$ cat src/hdl/rfdf_pkg.sv
// Shared constants and types of the datagram frame control block
package rfdf_pkg;

  // ----------------------------------------------------------------
  // Register indices (byte address is four times the index)
  // ----------------------------------------------------------------
  localparam logic [7:0] IDX_BUF_FIRST = 8'h20;
  localparam logic [7:0] IDX_BUF_LAST = 8'h2F;
  localparam logic [7:0] IDX_OUTPUT_MODE = 8'h30;
  localparam logic [7:0] IDX_FRAME_BIT_LENGTH = 8'h31;
  localparam logic [7:0] IDX_TRANSMIT_START = 8'h32;
  localparam logic [7:0] IDX_FRAME_COUNT = 8'h33;
  localparam logic [7:0] IDX_BASE_TIMER = 8'h34;
  localparam logic [7:0] IDX_STATUS_CONTROL = 8'h37;
  localparam logic [7:0] IDX_BANK_FIRST = 8'h38;
  localparam logic [7:0] IDX_BANK_LAST = 8'h3B;

  // ----------------------------------------------------------------
  // Field positions
  // ----------------------------------------------------------------
  localparam int TX_SEND_BIT = 7;
  localparam int TX_PAGE_BIT = 6;
  localparam int TX_EOM_BIT = 5;
  localparam int CFG_DATA_BIT = 7;
  localparam int CFG_INTERFRAME_POWER_DOWN_BIT = 6;
  localparam int CFG_INITIAL_SPACE_ENABLE_BIT = 5;
  localparam int CFG_INTERFRAME_INTERRUPT_DELAY_BIT = 4;
  localparam int STAT_FLAG_BIT = 7;
  localparam int STAT_ACK_BIT = 4;
  localparam int STAT_IEN_BIT = 3;
  localparam int STAT_MRST_BIT = 0;
  localparam logic [1:0] MODE_DIRECT = 2'h3;

  // ----------------------------------------------------------------
  // Reset values and sizes
  // ----------------------------------------------------------------
  localparam logic [7:0] REG_RESET = 8'h00;
  localparam int BUF_BYTES = 32;
  localparam int BANK_REGS = 8;
  localparam logic [1:0] EOM_BIT_TIMES = 2'h2;
  localparam logic [7:0] RESTART_LEAD_MS = 8'h01;

  // ----------------------------------------------------------------
  // Timing
  // ----------------------------------------------------------------
  localparam int CLK_PERIOD_NS = 50;
  localparam int BASE_TICK_NS = 1000000;
  localparam int MS_CYCLES = BASE_TICK_NS / CLK_PERIOD_NS;
  localparam int BIT_CYCLES = 2080;

  typedef enum logic [2:0] {
    ST_IDLE,
    ST_INIT,
    ST_FRAME,
    ST_EOM,
    ST_GAP,
    ST_TAIL
  } rfdf_state_t;

endpackage

$ cat src/hdl/rfdf_buf_if.sv
// Connection between the frame controller and its transmit buffer
`timescale 1ns/100ps
interface rfdf_buf_if;
  logic wr_en;
  logic [4:0] waddr;
  logic [7:0] wdata;
  logic [4:0] bus_raddr;
  logic [7:0] bus_rdata;
  logic [4:0] tx_raddr;
  logic [7:0] tx_rdata;

  modport ctrl (output wr_en, output waddr, output wdata, output bus_raddr, output tx_raddr,
    input bus_rdata, input tx_rdata);
  modport mem (input wr_en, input waddr, input wdata, input bus_raddr, input tx_raddr,
    output bus_rdata, output tx_rdata);
endinterface

$ cat src/hdl/rfdf_buffer.sv
// Transmit data buffer with one write port and two registered read ports
`timescale 1ns/100ps
module rfdf_buffer
  import rfdf_pkg::*;
#(
  parameter int DEPTH = BUF_BYTES
) (
  input wire logic pclk,
  input wire logic presetn,
  rfdf_buf_if.mem bus
);

  // Contents survive both resets on purpose
  logic [7:0] mem [DEPTH];

  always_ff @(posedge pclk) begin
    if (bus.wr_en) begin
      mem[bus.waddr] <= bus.wdata;
    end
  end

  always_ff @(posedge pclk or negedge presetn) begin
    if (!presetn) begin
      bus.bus_rdata <= REG_RESET;
      bus.tx_rdata <= REG_RESET;
    end else begin
      bus.bus_rdata <= mem[bus.bus_raddr];
      bus.tx_rdata <= mem[bus.tx_raddr];
    end
  end

endmodule

$ cat src/hdl/rfdf_tick.sv
// Restartable divider giving a one-cycle enable pulse every CYC clocks
`timescale 1ns/100ps
module rfdf_tick #(
  parameter int CYC = 20000
) (
  input wire logic pclk,
  input wire logic presetn,
  input wire logic clr,
  output logic tick
);

  logic [31:0] count;

  always_ff @(posedge pclk or negedge presetn) begin
    if (!presetn) begin
      count <= 32'h0;
      tick <= 1'b0;
    end else if (clr) begin
      // Starting at one puts the first tick exactly CYC clocks after release
      count <= 32'h1;
      tick <= 1'b0;
    end else if (count == 32'(CYC - 1)) begin
      count <= 32'h0;
      tick <= 1'b1;
    end else begin
      count <= count + 32'h1;
      tick <= 1'b0;
    end
  end

endmodule

$ cat src/hdl/rfdf_top.sv
// Datagram frame control: APB registers, frame sequencer and RF stage control
`timescale 1ns/100ps
module rfdf_top
  import rfdf_pkg::*;
#(
  parameter int MS_TICK_CYCLES = MS_CYCLES,
  parameter int BIT_TICK_CYCLES = BIT_CYCLES
) (
  input wire logic pclk,
  input wire logic presetn,
  input wire logic psel,
  input wire logic penable,
  input wire logic pwrite,
  input wire logic [11:0] paddr,
  input wire logic [31:0] pwdata,
  output logic [31:0] prdata,
  output logic pready,
  output logic pslverr,
  output logic rf_data_out,
  output logic pa_enable,
  output logic osc_enable,
  output logic completion_irq
);

  // ----------------------------------------------------------------
  // Registers and state
  // ----------------------------------------------------------------
  logic [1:0] output_mode;
  logic [7:0] frame_length_field;
  logic send;
  logic buffer_page_select;
  logic end_of_message_pad;
  logic [7:0] frame_count_and_spacing_control;
  logic [7:0] base_timer_field;
  logic completion_flag;
  logic completion_interrupt_enable;
  logic rf_module_reset;
  logic [7:0] bank [BANK_REGS];

  rfdf_state_t state;
  logic [8:0] bit_cnt;
  logic [3:0] frame_cnt;
  logic [1:0] eom_cnt;
  logic [7:0] ms_left;
  logic tx_bit;
  logic done;

  logic [3:0] frame_count_field;
  logic direct_data;
  logic interframe_power_down;
  logic initial_space_enable;
  logic interframe_interrupt_delay;

  assign direct_data = frame_count_and_spacing_control[CFG_DATA_BIT];
  assign interframe_power_down = frame_count_and_spacing_control[CFG_INTERFRAME_POWER_DOWN_BIT];
  assign initial_space_enable = frame_count_and_spacing_control[CFG_INITIAL_SPACE_ENABLE_BIT];
  assign interframe_interrupt_delay = frame_count_and_spacing_control[CFG_INTERFRAME_INTERRUPT_DELAY_BIT];
  assign frame_count_field = frame_count_and_spacing_control[3:0];

  // ----------------------------------------------------------------
  // APB decode
  // ----------------------------------------------------------------
  logic [7:0] idx;
  logic addr_ok;
  logic is_buf;
  logic is_bank;
  logic mapped;
  logic wr;
  logic [7:0] wbyte;
  logic [2:0] bank_sel;

  assign idx = paddr[9:2];
  assign addr_ok = (paddr[1:0] == 2'h0) && (paddr[11:10] == 2'h0);
  assign is_buf = (idx >= IDX_BUF_FIRST) && (idx <= IDX_BUF_LAST);
  assign is_bank = (idx >= IDX_BANK_FIRST) && (idx <= IDX_BANK_LAST);
  assign bank_sel = {buffer_page_select, idx[1:0]};
  assign mapped = addr_ok && (is_buf || is_bank || idx == IDX_OUTPUT_MODE || idx == IDX_FRAME_BIT_LENGTH
    || idx == IDX_TRANSMIT_START || idx == IDX_FRAME_COUNT || idx == IDX_BASE_TIMER
    || idx == IDX_STATUS_CONTROL);
  assign wr = psel && penable && pwrite && mapped;
  assign wbyte = pwdata[7:0];
  // Zero wait states: buffer read data is registered during the setup cycle
  assign pready = 1'b1;
  assign pslverr = psel && penable && !mapped;

  // ----------------------------------------------------------------
  // Transmit buffer
  // ----------------------------------------------------------------
  rfdf_buf_if buf_bus ();

  assign buf_bus.wr_en = wr && is_buf;
  assign buf_bus.waddr = {buffer_page_select, idx[3:0]};
  assign buf_bus.wdata = wbyte;
  assign buf_bus.bus_raddr = {buffer_page_select, idx[3:0]};
  // Byte 0 is fetched ahead while the last bit of a frame is out
  assign buf_bus.tx_raddr = (bit_cnt == {1'b0, frame_length_field} + 9'h1) ? 5'h0 : bit_cnt[7:3];

  rfdf_buffer #(
    .DEPTH(BUF_BYTES)
  ) u_buffer (
    .pclk(pclk),
    .presetn(presetn),
    .bus(buf_bus.mem)
  );

  // ----------------------------------------------------------------
  // Timebases
  // ----------------------------------------------------------------
  logic ms_tick;
  logic bit_tick;
  logic ms_clr;
  logic bit_clr;

  // Restarting on each wait keeps every interval a whole number of ms
  assign ms_clr = !(state == ST_INIT || state == ST_GAP || state == ST_TAIL);
  assign bit_clr = !(state == ST_FRAME || state == ST_EOM);

  rfdf_tick #(
    .CYC(MS_TICK_CYCLES)
  ) u_ms_tick (
    .pclk(pclk),
    .presetn(presetn),
    .clr(ms_clr),
    .tick(ms_tick)
  );

  rfdf_tick #(
    .CYC(BIT_TICK_CYCLES)
  ) u_bit_tick (
    .pclk(pclk),
    .presetn(presetn),
    .clr(bit_clr),
    .tick(bit_tick)
  );

  // ----------------------------------------------------------------
  // Module reset pulse
  // ----------------------------------------------------------------
  // One-cycle pulse from software; power-on is covered by presetn
  always_ff @(posedge pclk or negedge presetn) begin
    if (!presetn) begin
      rf_module_reset <= 1'b0;
    end else begin
      rf_module_reset <= wr && (idx == IDX_STATUS_CONTROL) && wbyte[STAT_MRST_BIT];
    end
  end

  // ----------------------------------------------------------------
  // Control registers
  // ----------------------------------------------------------------
  always_ff @(posedge pclk or negedge presetn) begin
    if (!presetn) begin
      frame_length_field <= REG_RESET;
      end_of_message_pad <= 1'b0;
      frame_count_and_spacing_control <= REG_RESET;
      base_timer_field <= REG_RESET;
      output_mode <= 2'h0;
      completion_interrupt_enable <= 1'b0;
    end else if (rf_module_reset) begin
      frame_length_field <= REG_RESET;
      end_of_message_pad <= 1'b0;
      frame_count_and_spacing_control <= REG_RESET;
      base_timer_field <= REG_RESET;
      output_mode <= 2'h0;
      completion_interrupt_enable <= 1'b0;
    end else if (wr) begin
      case (idx)
        IDX_FRAME_BIT_LENGTH: frame_length_field <= wbyte;
        IDX_TRANSMIT_START: end_of_message_pad <= wbyte[TX_EOM_BIT];
        IDX_FRAME_COUNT: frame_count_and_spacing_control <= wbyte;
        IDX_BASE_TIMER: base_timer_field <= wbyte;
        IDX_OUTPUT_MODE: output_mode <= wbyte[1:0];
        IDX_STATUS_CONTROL: completion_interrupt_enable <= wbyte[STAT_IEN_BIT];
        default: ;
      endcase
    end
  end

  // Page select ignores the module reset
  always_ff @(posedge pclk or negedge presetn) begin
    if (!presetn) begin
      buffer_page_select <= 1'b0;
    end else if (wr && idx == IDX_TRANSMIT_START) begin
      buffer_page_select <= wbyte[TX_PAGE_BIT];
    end
  end

  // A software write beats the hardware clear in the same cycle
  always_ff @(posedge pclk or negedge presetn) begin
    if (!presetn) begin
      send <= 1'b0;
    end else if (rf_module_reset) begin
      send <= 1'b0;
    end else if (wr && idx == IDX_TRANSMIT_START) begin
      send <= wbyte[TX_SEND_BIT];
    end else if (done) begin
      send <= 1'b0;
    end
  end

  always_ff @(posedge pclk or negedge presetn) begin
    if (!presetn) begin
      for (int i = 0; i < BANK_REGS; i++) begin
        bank[i] <= REG_RESET;
      end
    end else if (rf_module_reset) begin
      for (int i = 0; i < BANK_REGS; i++) begin
        bank[i] <= REG_RESET;
      end
    end else if (wr && is_bank) begin
      bank[bank_sel] <= wbyte;
    end
  end

  // ----------------------------------------------------------------
  // Completion flag and interrupt
  // ----------------------------------------------------------------
  always_ff @(posedge pclk or negedge presetn) begin
    if (!presetn) begin
      completion_flag <= 1'b0;
    end else if (rf_module_reset) begin
      completion_flag <= 1'b0;
    end else if (done) begin
      completion_flag <= 1'b1;
    end else if (wr && idx == IDX_STATUS_CONTROL && wbyte[STAT_ACK_BIT]) begin
      completion_flag <= 1'b0;
    end
  end

  always_ff @(posedge pclk or negedge presetn) begin
    if (!presetn) begin
      completion_irq <= 1'b0;
    end else begin
      completion_irq <= completion_flag && completion_interrupt_enable;
    end
  end

  // ----------------------------------------------------------------
  // Frame sequencer
  // ----------------------------------------------------------------
  logic abort;
  logic last_frame;
  logic frame_end;

  assign abort = wr && idx == IDX_TRANSMIT_START && !wbyte[TX_SEND_BIT];
  assign last_frame = (frame_cnt == frame_count_field);
  assign frame_end = bit_tick && (bit_cnt == {1'b0, frame_length_field} + 9'h1);

  always_ff @(posedge pclk or negedge presetn) begin
    if (!presetn) begin
      state <= ST_IDLE;
      bit_cnt <= 9'h0;
      frame_cnt <= 4'h0;
      eom_cnt <= 2'h0;
      ms_left <= REG_RESET;
      tx_bit <= 1'b0;
      done <= 1'b0;
    end else if (rf_module_reset || abort) begin
      state <= ST_IDLE;
      bit_cnt <= 9'h0;
      frame_cnt <= 4'h0;
      tx_bit <= 1'b0;
      done <= 1'b0;
    end else begin
      done <= 1'b0;
      case (state)
        ST_IDLE: begin
          bit_cnt <= 9'h0;
          frame_cnt <= 4'h0;
          tx_bit <= 1'b0;
          if (send && !done) begin
            if (frame_length_field == REG_RESET) begin
              done <= 1'b1;
            end else if (initial_space_enable && base_timer_field != REG_RESET) begin
              state <= ST_INIT;
              ms_left <= base_timer_field;
            end else begin
              state <= ST_FRAME;
              bit_cnt <= 9'h1;
              tx_bit <= buf_bus.tx_rdata[7];
            end
          end
        end
        ST_INIT: begin
          if (ms_tick) begin
            ms_left <= ms_left - 8'h1;
            if (ms_left == 8'h1) begin
              state <= ST_FRAME;
              bit_cnt <= 9'h1;
              tx_bit <= buf_bus.tx_rdata[7];
            end
          end
        end
        ST_FRAME: begin
          if (frame_end) begin
            bit_cnt <= 9'h0;
            tx_bit <= 1'b0;
            if (!last_frame) begin
              frame_cnt <= frame_cnt + 4'h1;
              if (base_timer_field != REG_RESET) begin
                state <= ST_GAP;
                ms_left <= base_timer_field;
              end else begin
                bit_cnt <= 9'h1;
                tx_bit <= buf_bus.tx_rdata[7];
              end
            end else if (end_of_message_pad) begin
              state <= ST_EOM;
              eom_cnt <= 2'h0;
              tx_bit <= 1'b1;
            end else if (interframe_interrupt_delay && base_timer_field != REG_RESET) begin
              state <= ST_TAIL;
              ms_left <= base_timer_field;
            end else begin
              state <= ST_IDLE;
              done <= 1'b1;
            end
          end else if (bit_tick) begin
            // MSB of each byte goes out first
            tx_bit <= buf_bus.tx_rdata[3'h7 - bit_cnt[2:0]];
            bit_cnt <= bit_cnt + 9'h1;
          end
        end
        ST_EOM: begin
          if (bit_tick) begin
            eom_cnt <= eom_cnt + 2'h1;
            if (eom_cnt == EOM_BIT_TIMES - 2'h1) begin
              tx_bit <= 1'b0;
              if (interframe_interrupt_delay && base_timer_field != REG_RESET) begin
                state <= ST_TAIL;
                ms_left <= base_timer_field;
              end else begin
                state <= ST_IDLE;
                done <= 1'b1;
              end
            end
          end
        end
        ST_GAP: begin
          if (ms_tick) begin
            ms_left <= ms_left - 8'h1;
            if (ms_left == 8'h1) begin
              state <= ST_FRAME;
              bit_cnt <= 9'h1;
              tx_bit <= buf_bus.tx_rdata[7];
            end
          end
        end
        ST_TAIL: begin
          if (ms_tick) begin
            ms_left <= ms_left - 8'h1;
            if (ms_left == 8'h1) begin
              state <= ST_IDLE;
              done <= 1'b1;
            end
          end
        end
        default: begin
          state <= ST_IDLE;
        end
      endcase
    end
  end

  // ----------------------------------------------------------------
  // RF stage control
  // ----------------------------------------------------------------
  logic direct_mode;
  logic gap_power_down;

  assign direct_mode = (output_mode == MODE_DIRECT);
  // The tail interval has no following frame, so it never restarts early
  assign gap_power_down = interframe_power_down
    && ((state == ST_GAP && ms_left > RESTART_LEAD_MS) || state == ST_TAIL);

  always_ff @(posedge pclk or negedge presetn) begin
    if (!presetn) begin
      rf_data_out <= 1'b0;
      pa_enable <= 1'b0;
      osc_enable <= 1'b0;
    end else begin
      rf_data_out <= direct_mode ? direct_data : tx_bit;
      pa_enable <= direct_mode ? send : (state == ST_FRAME || state == ST_EOM);
      osc_enable <= send && !gap_power_down;
    end
  end

  // ----------------------------------------------------------------
  // Read mux
  // ----------------------------------------------------------------
  always_comb begin
    prdata = 32'h0;
    if (psel && !pwrite && mapped) begin
      if (is_buf) begin
        prdata[7:0] = buf_bus.bus_rdata;
      end else if (is_bank) begin
        prdata[7:0] = bank[bank_sel];
      end else begin
        case (idx)
          IDX_OUTPUT_MODE: prdata[1:0] = output_mode;
          IDX_FRAME_BIT_LENGTH: prdata[7:0] = frame_length_field;
          IDX_TRANSMIT_START: prdata[7:0] = {send, buffer_page_select, end_of_message_pad, 5'h0};
          IDX_FRAME_COUNT: prdata[7:0] = frame_count_and_spacing_control;
          IDX_BASE_TIMER: prdata[7:0] = base_timer_field;
          IDX_STATUS_CONTROL: prdata[7:0] = {completion_flag, 3'h0, completion_interrupt_enable, 3'h0};
          default: prdata = 32'h0;
        endcase
      end
    end
  end

endmodule

$ cat config.mk
export PLATFORM = sky130hd
export DESIGN_NAME = rfdf_top
export DESIGN_NICKNAME = d
export VERILOG_FILES = /design/src/hdl/rfdf_pkg.sv /design/src/hdl/rfdf_buf_if.sv /design/src/hdl/rfdf_buffer.sv /design/src/hdl/rfdf_tick.sv /design/src/hdl/rfdf_top.sv
export SDC_FILE = /design/constraint.sdc
export NUM_CORES = 1
export LEC_CHECK = 0
export BUFFER_PORTS_ARGS = -buffer_cell sky130_fd_sc_hd__buf_2
export CORE_MARGIN = 2
export CORE_UTILIZATION = 59
export DETAILED_ROUTE_END_ITERATION = 7
export MAX_ROUTING_LAYER = met4
export PLACE_DENSITY = 0.76
export REMOVE_ABC_BUFFERS = 1
export SLEW_MARGIN = 20
export SYNTH_ARGS = -nofsm -noshare
export SYNTH_HDL_FRONTEND = slang
export SYNTH_SLANG_ARGS = --single-unit
$ cat constraint.sdc
create_clock -name pclk -period 6.3 [get_ports pclk]
set_input_delay 0.63 -clock pclk [delete_from_list [all_inputs] [get_ports pclk]]
set_output_delay 0.63 -clock pclk [all_outputs]
set_load 0.005 [all_outputs]
==> results by group <==
Run status
  – Status: complete, no violations

Place
  – Port buffer count: 37
  – Worst Setup Slack post-DPL: 2.376 ns
  – Cell area reported after detailed placement: about 24000 um2
  – HPWL after detailed placement: around 40 mm
  – Final weighted congestion of routability-driven global placement: 0.9288

Global routing
  – Wire length of the first global-routing pass: approximately 96 mm
  – Pin count of the biggest net entering global routing: 95
  – Overall track demand over capacity in global routing: about a third
  – Total congestion overflow: 0
  – Via count of the first global-routing pass: 16169
  – Antenna violations before repair: 0

Critical path
  – Delay contributed by the slowest stage of the critical path: around 0.95 ns
  – Cell family with most CP delay: compound AO/OA/AOI/OAI gates
  – Number of buffers and inverters on the critical path: 1
  – CP Capture Type: flop
  – Sequence of cells on the critical path: buf_4 -> nor2b_1 -> a222oi_1 -> a2111oi_0 -> o2111a_1
  – Worst Path Required: a little under 7 ns
  – Kind of launch point of the worst setup path: flop
  – Worst path arrival time: 4.66 ns
  – Critical Setup Path Class: flop to flop
  – CP max-delay cell: sky130_fd_sc_hd__a2111oi_0
  – Worst Path Max Fanout: 60

Die
  – Initial core utilization: 59.42%
  – Chip Width: 203.6 um
  – Vertical extent of the die: 203.6 um
  – Row count: 73
  – Standard cell core area: about 40000 um2
  – Area enclosed by the die boundary: roughly 41000 um2
  – Number of primary I/O pins: 87

Final layout
  – Most frequent cells in the layout: 276 x sky130_fd_sc_hd__nand2_1, 256 x sky130_fd_sc_hd__edfxtp_1, 207 x sky130_fd_sc_hd__dfrtp_1
  – Final standard cell area without fillers: between 20000 and 30000 um2
  – Sequential cell area: between 10000 and 15000 um2
  – # fillers: 2865
  – Fraction of layout cells with a size suffix above 1: between 10% and 20%
  – Final-stage net count: roughly 2000
  – Total area of multi-input combinational cells: 9767 um2
  – Antenna diodes: 0
  – Syn-to-layout area delta: 8.306%
  – Most frequent standard cell in the layout excluding fill and tap cells: sky130_fd_sc_hd__nand2_1

STA
  – Finish-stage setup viols: 0
  – Final number of max-transition violations: 0
  – Final WS setup: roughly 2.2 ns
  – Max-slew headroom at the worst pin: 26.45%
  – Period utilization: 65.67%
  – Max Freq: 241.7 MHz
  – Total count of hold-check failures in the final report: 0
  – Setup repair after global routing missed its margin: false
  – Final period demand of the worst path: between 4 and 5 ns
  – Tightest Pin Transition: ~1.1 ns
  – Worst hold margin: about 0.094 ns
  – Clk_skew: 0.02300 ns
  – Total negative slack: 0 ns

Pwr
  – Cell leakage power: around 9.1 nW
  – P per Cell Area: around 290 nW/um2
  – Final Total Pwr: between 7 and 8 mW
  – Worst vdd ir: 220.0 uV

Route
  – First DRT Iteration DRCs: 2438
  – Final Routed Wirelength: about 63 mm
  – Wire length per cell: between 20 and 25 um
  – Per-cell via count in the routed design: between 6 and 7
  – DRC viols: 0
  – Post-route ant nets: 0
  – Detailed-routing iteration count for the pre-antenna-repair pass: 6
  – Via count of the routed design: about 17000

Clock tree
  – Clock latency reported for the late side of the worst-skew pair: ~0.60 ns
  – Htree depth: 2
  – Clock Tree Buf Depth: 3
  – Clock sinks: 466
  – Buffer count from post-CTS setup fixing: 0
  – Clock tree from TritonCTS: yes
  – Root buffer cell: sky130_fd_sc_hd__clkbuf_16
  – Clock slew at reported path FFs: 0.06 ns
  – Post-CTS resize count: 0
  – Cts bufs inserted: 48
  – Number of hold buffers added after cts: 0

Yosys
  – Number of storage elements in the synthesis netlist: roughly 470
  – Synth unique cells: 94
  – Count of synthesis-stage warnings from yosys: 0
  – Mean instance size in the synthesized netlist: 12.00 um2
  – Dominant register cell in the synthesized netlist: sky130_fd_sc_hd__edfxtp_1
  – Share of flip-flops with an asynchronous set or reset: between 40% and 50%
  – Top cell type by total area after synthesis: sky130_fd_sc_hd__edfxtp_1
  – Area of the mapped netlist: ~24000 um2
  – Post-synthesis instance total: between 1500 and 2000
  – Count of flip-flops with a built-in enable after synthesis: between 200 and 300
  – Sequential-to-total area share from yosys stat: around 55%
  – Synth top area share: 32.71%
  – Ranking of synthesized cells by area: sky130_fd_sc_hd__edfxtp_1 33%, sky130_fd_sc_hd__dfrtp_1 22%, sky130_fd_sc_hd__mux4_2 11%

Hold path
  – Type of the worst min-delay path: input pin to async pin

Run
  – Reported max-cap violation count: 0
## synth_stat cells, types with 25 or more instances
cell	count
sky130_fd_sc_hd__nand2_1	276
sky130_fd_sc_hd__edfxtp_1	256
sky130_fd_sc_hd__dfrtp_1	210
sky130_fd_sc_hd__nor2_1	186
sky130_fd_sc_hd__a21oi_1	151
sky130_fd_sc_hd__mux4_2	116
sky130_fd_sc_hd__clkbuf_1	75
sky130_fd_sc_hd__nand3_1	62
sky130_fd_sc_hd__mux2_2	48
sky130_fd_sc_hd__mux2i_1	43
sky130_fd_sc_hd__xor2_1	40
sky130_fd_sc_hd__o21ai_0	36
sky130_fd_sc_hd__xnor2_1	36
sky130_fd_sc_hd__buf_4	29
sky130_fd_sc_hd__inv_1	28
sky130_fd_sc_hd__nor3_1	28
sky130_fd_sc_hd__o22ai_1	27
sky130_fd_sc_hd__nor4_1	26
sky130_fd_sc_hd__and3_1	25
## worst paths after layout
check	startpoint	endpoint	slack, ns	depth (start not counted)
setup / recovery	bit_cnt[3]$_DFFE_PN0P_	u_buffer.bus.tx_rdata[3]$_DFF_PN0_	2.16	5
hold / removal	presetn	u_ms_tick.count[27]$_DFF_PN0_	0.09	1
setup reg to reg	bit_cnt[3]$_DFFE_PN0P_	u_buffer.bus.tx_rdata[3]$_DFF_PN0_	2.16	5
hold reg to reg	eom_cnt[0]$_DFFE_PN0P_	eom_cnt[0]$_DFFE_PN0P_	0.49	1
max in group asynchronous	presetn	bank[53]$_DFFE_PN0P_	4.75	2
min in group pclk	eom_cnt[0]$_DFFE_PN0P_	eom_cnt[0]$_DFFE_PN0P_	0.49	1
## cell type report
type,count,area share (%)
inverter,29,0.4277
sequential,466,50.88
timing repair buffer,54,1.298
tap,525,2.581
multi-input combinational,1341,38.37
clock inverter,34,1.426
clock buffer,55,5.019
## power breakdown
group	internal [mW]	total, mW	switching [mW]
Combinational	0.359	1.09	0.735
Sequential	3.30	3.42	0.125
Clock	1.74	2.97	1.22
## registers in the layout (all words and copies together), names as in the netlist, 2 cells and up
signal,count
bit_cnt,9
frame_cnt,4
u_buffer.mem,256
u_buffer.bus.tx_rdata,8
frame_count_and_spacing_control,8
frame_length_field,8
u_bit_tick.count,32
u_buffer.bus.bus_rdata,8
output_mode,2
u_ms_tick.count,32
eom_cnt,2
bank,64
state,3
ms_left,8
base_timer_field,8
## cell families (layout without fill, tap and decap cells)
kind of cell / Yosys count / in the layout / share of synthesized area [%]
muxes: 208 / 208 / 15.31
adders and majority gates: 10 / 10 / 0.5218
and+or+nand+nor: 699 / 699 / 13.63
DFF: 466 / 466 / 55.07
buffers and inverters: 174 / 172 / 3.796
AOI/OAI and AO/OA: 323 / 323 / 8.801
xor gates and xnor gates: 76 / 76 / 2.833
other: 2 / 25 / 0.03196
## per-stage QoR
stage | utilization (%) | cells
2_1_floorplan | - | 1836
3_3_place_gp | 60.17 | 2415
3_5_place_dp | 60.17 | 2415
4_1_cts | 64.32 | 2504
5_1_grt | 64.36 | 2504
6_report | 64.36 | 2504
## layer usage
layer,GRT usage (%),up-vias,part of all wire [%]
met4,10.45,0,3.0
met2,46.87,965,46
li1,-,7199,-
met3,7.766,147,11
met5,-,-,0
met1,42.91,8357,40
(Power assumes the default switching activity.)
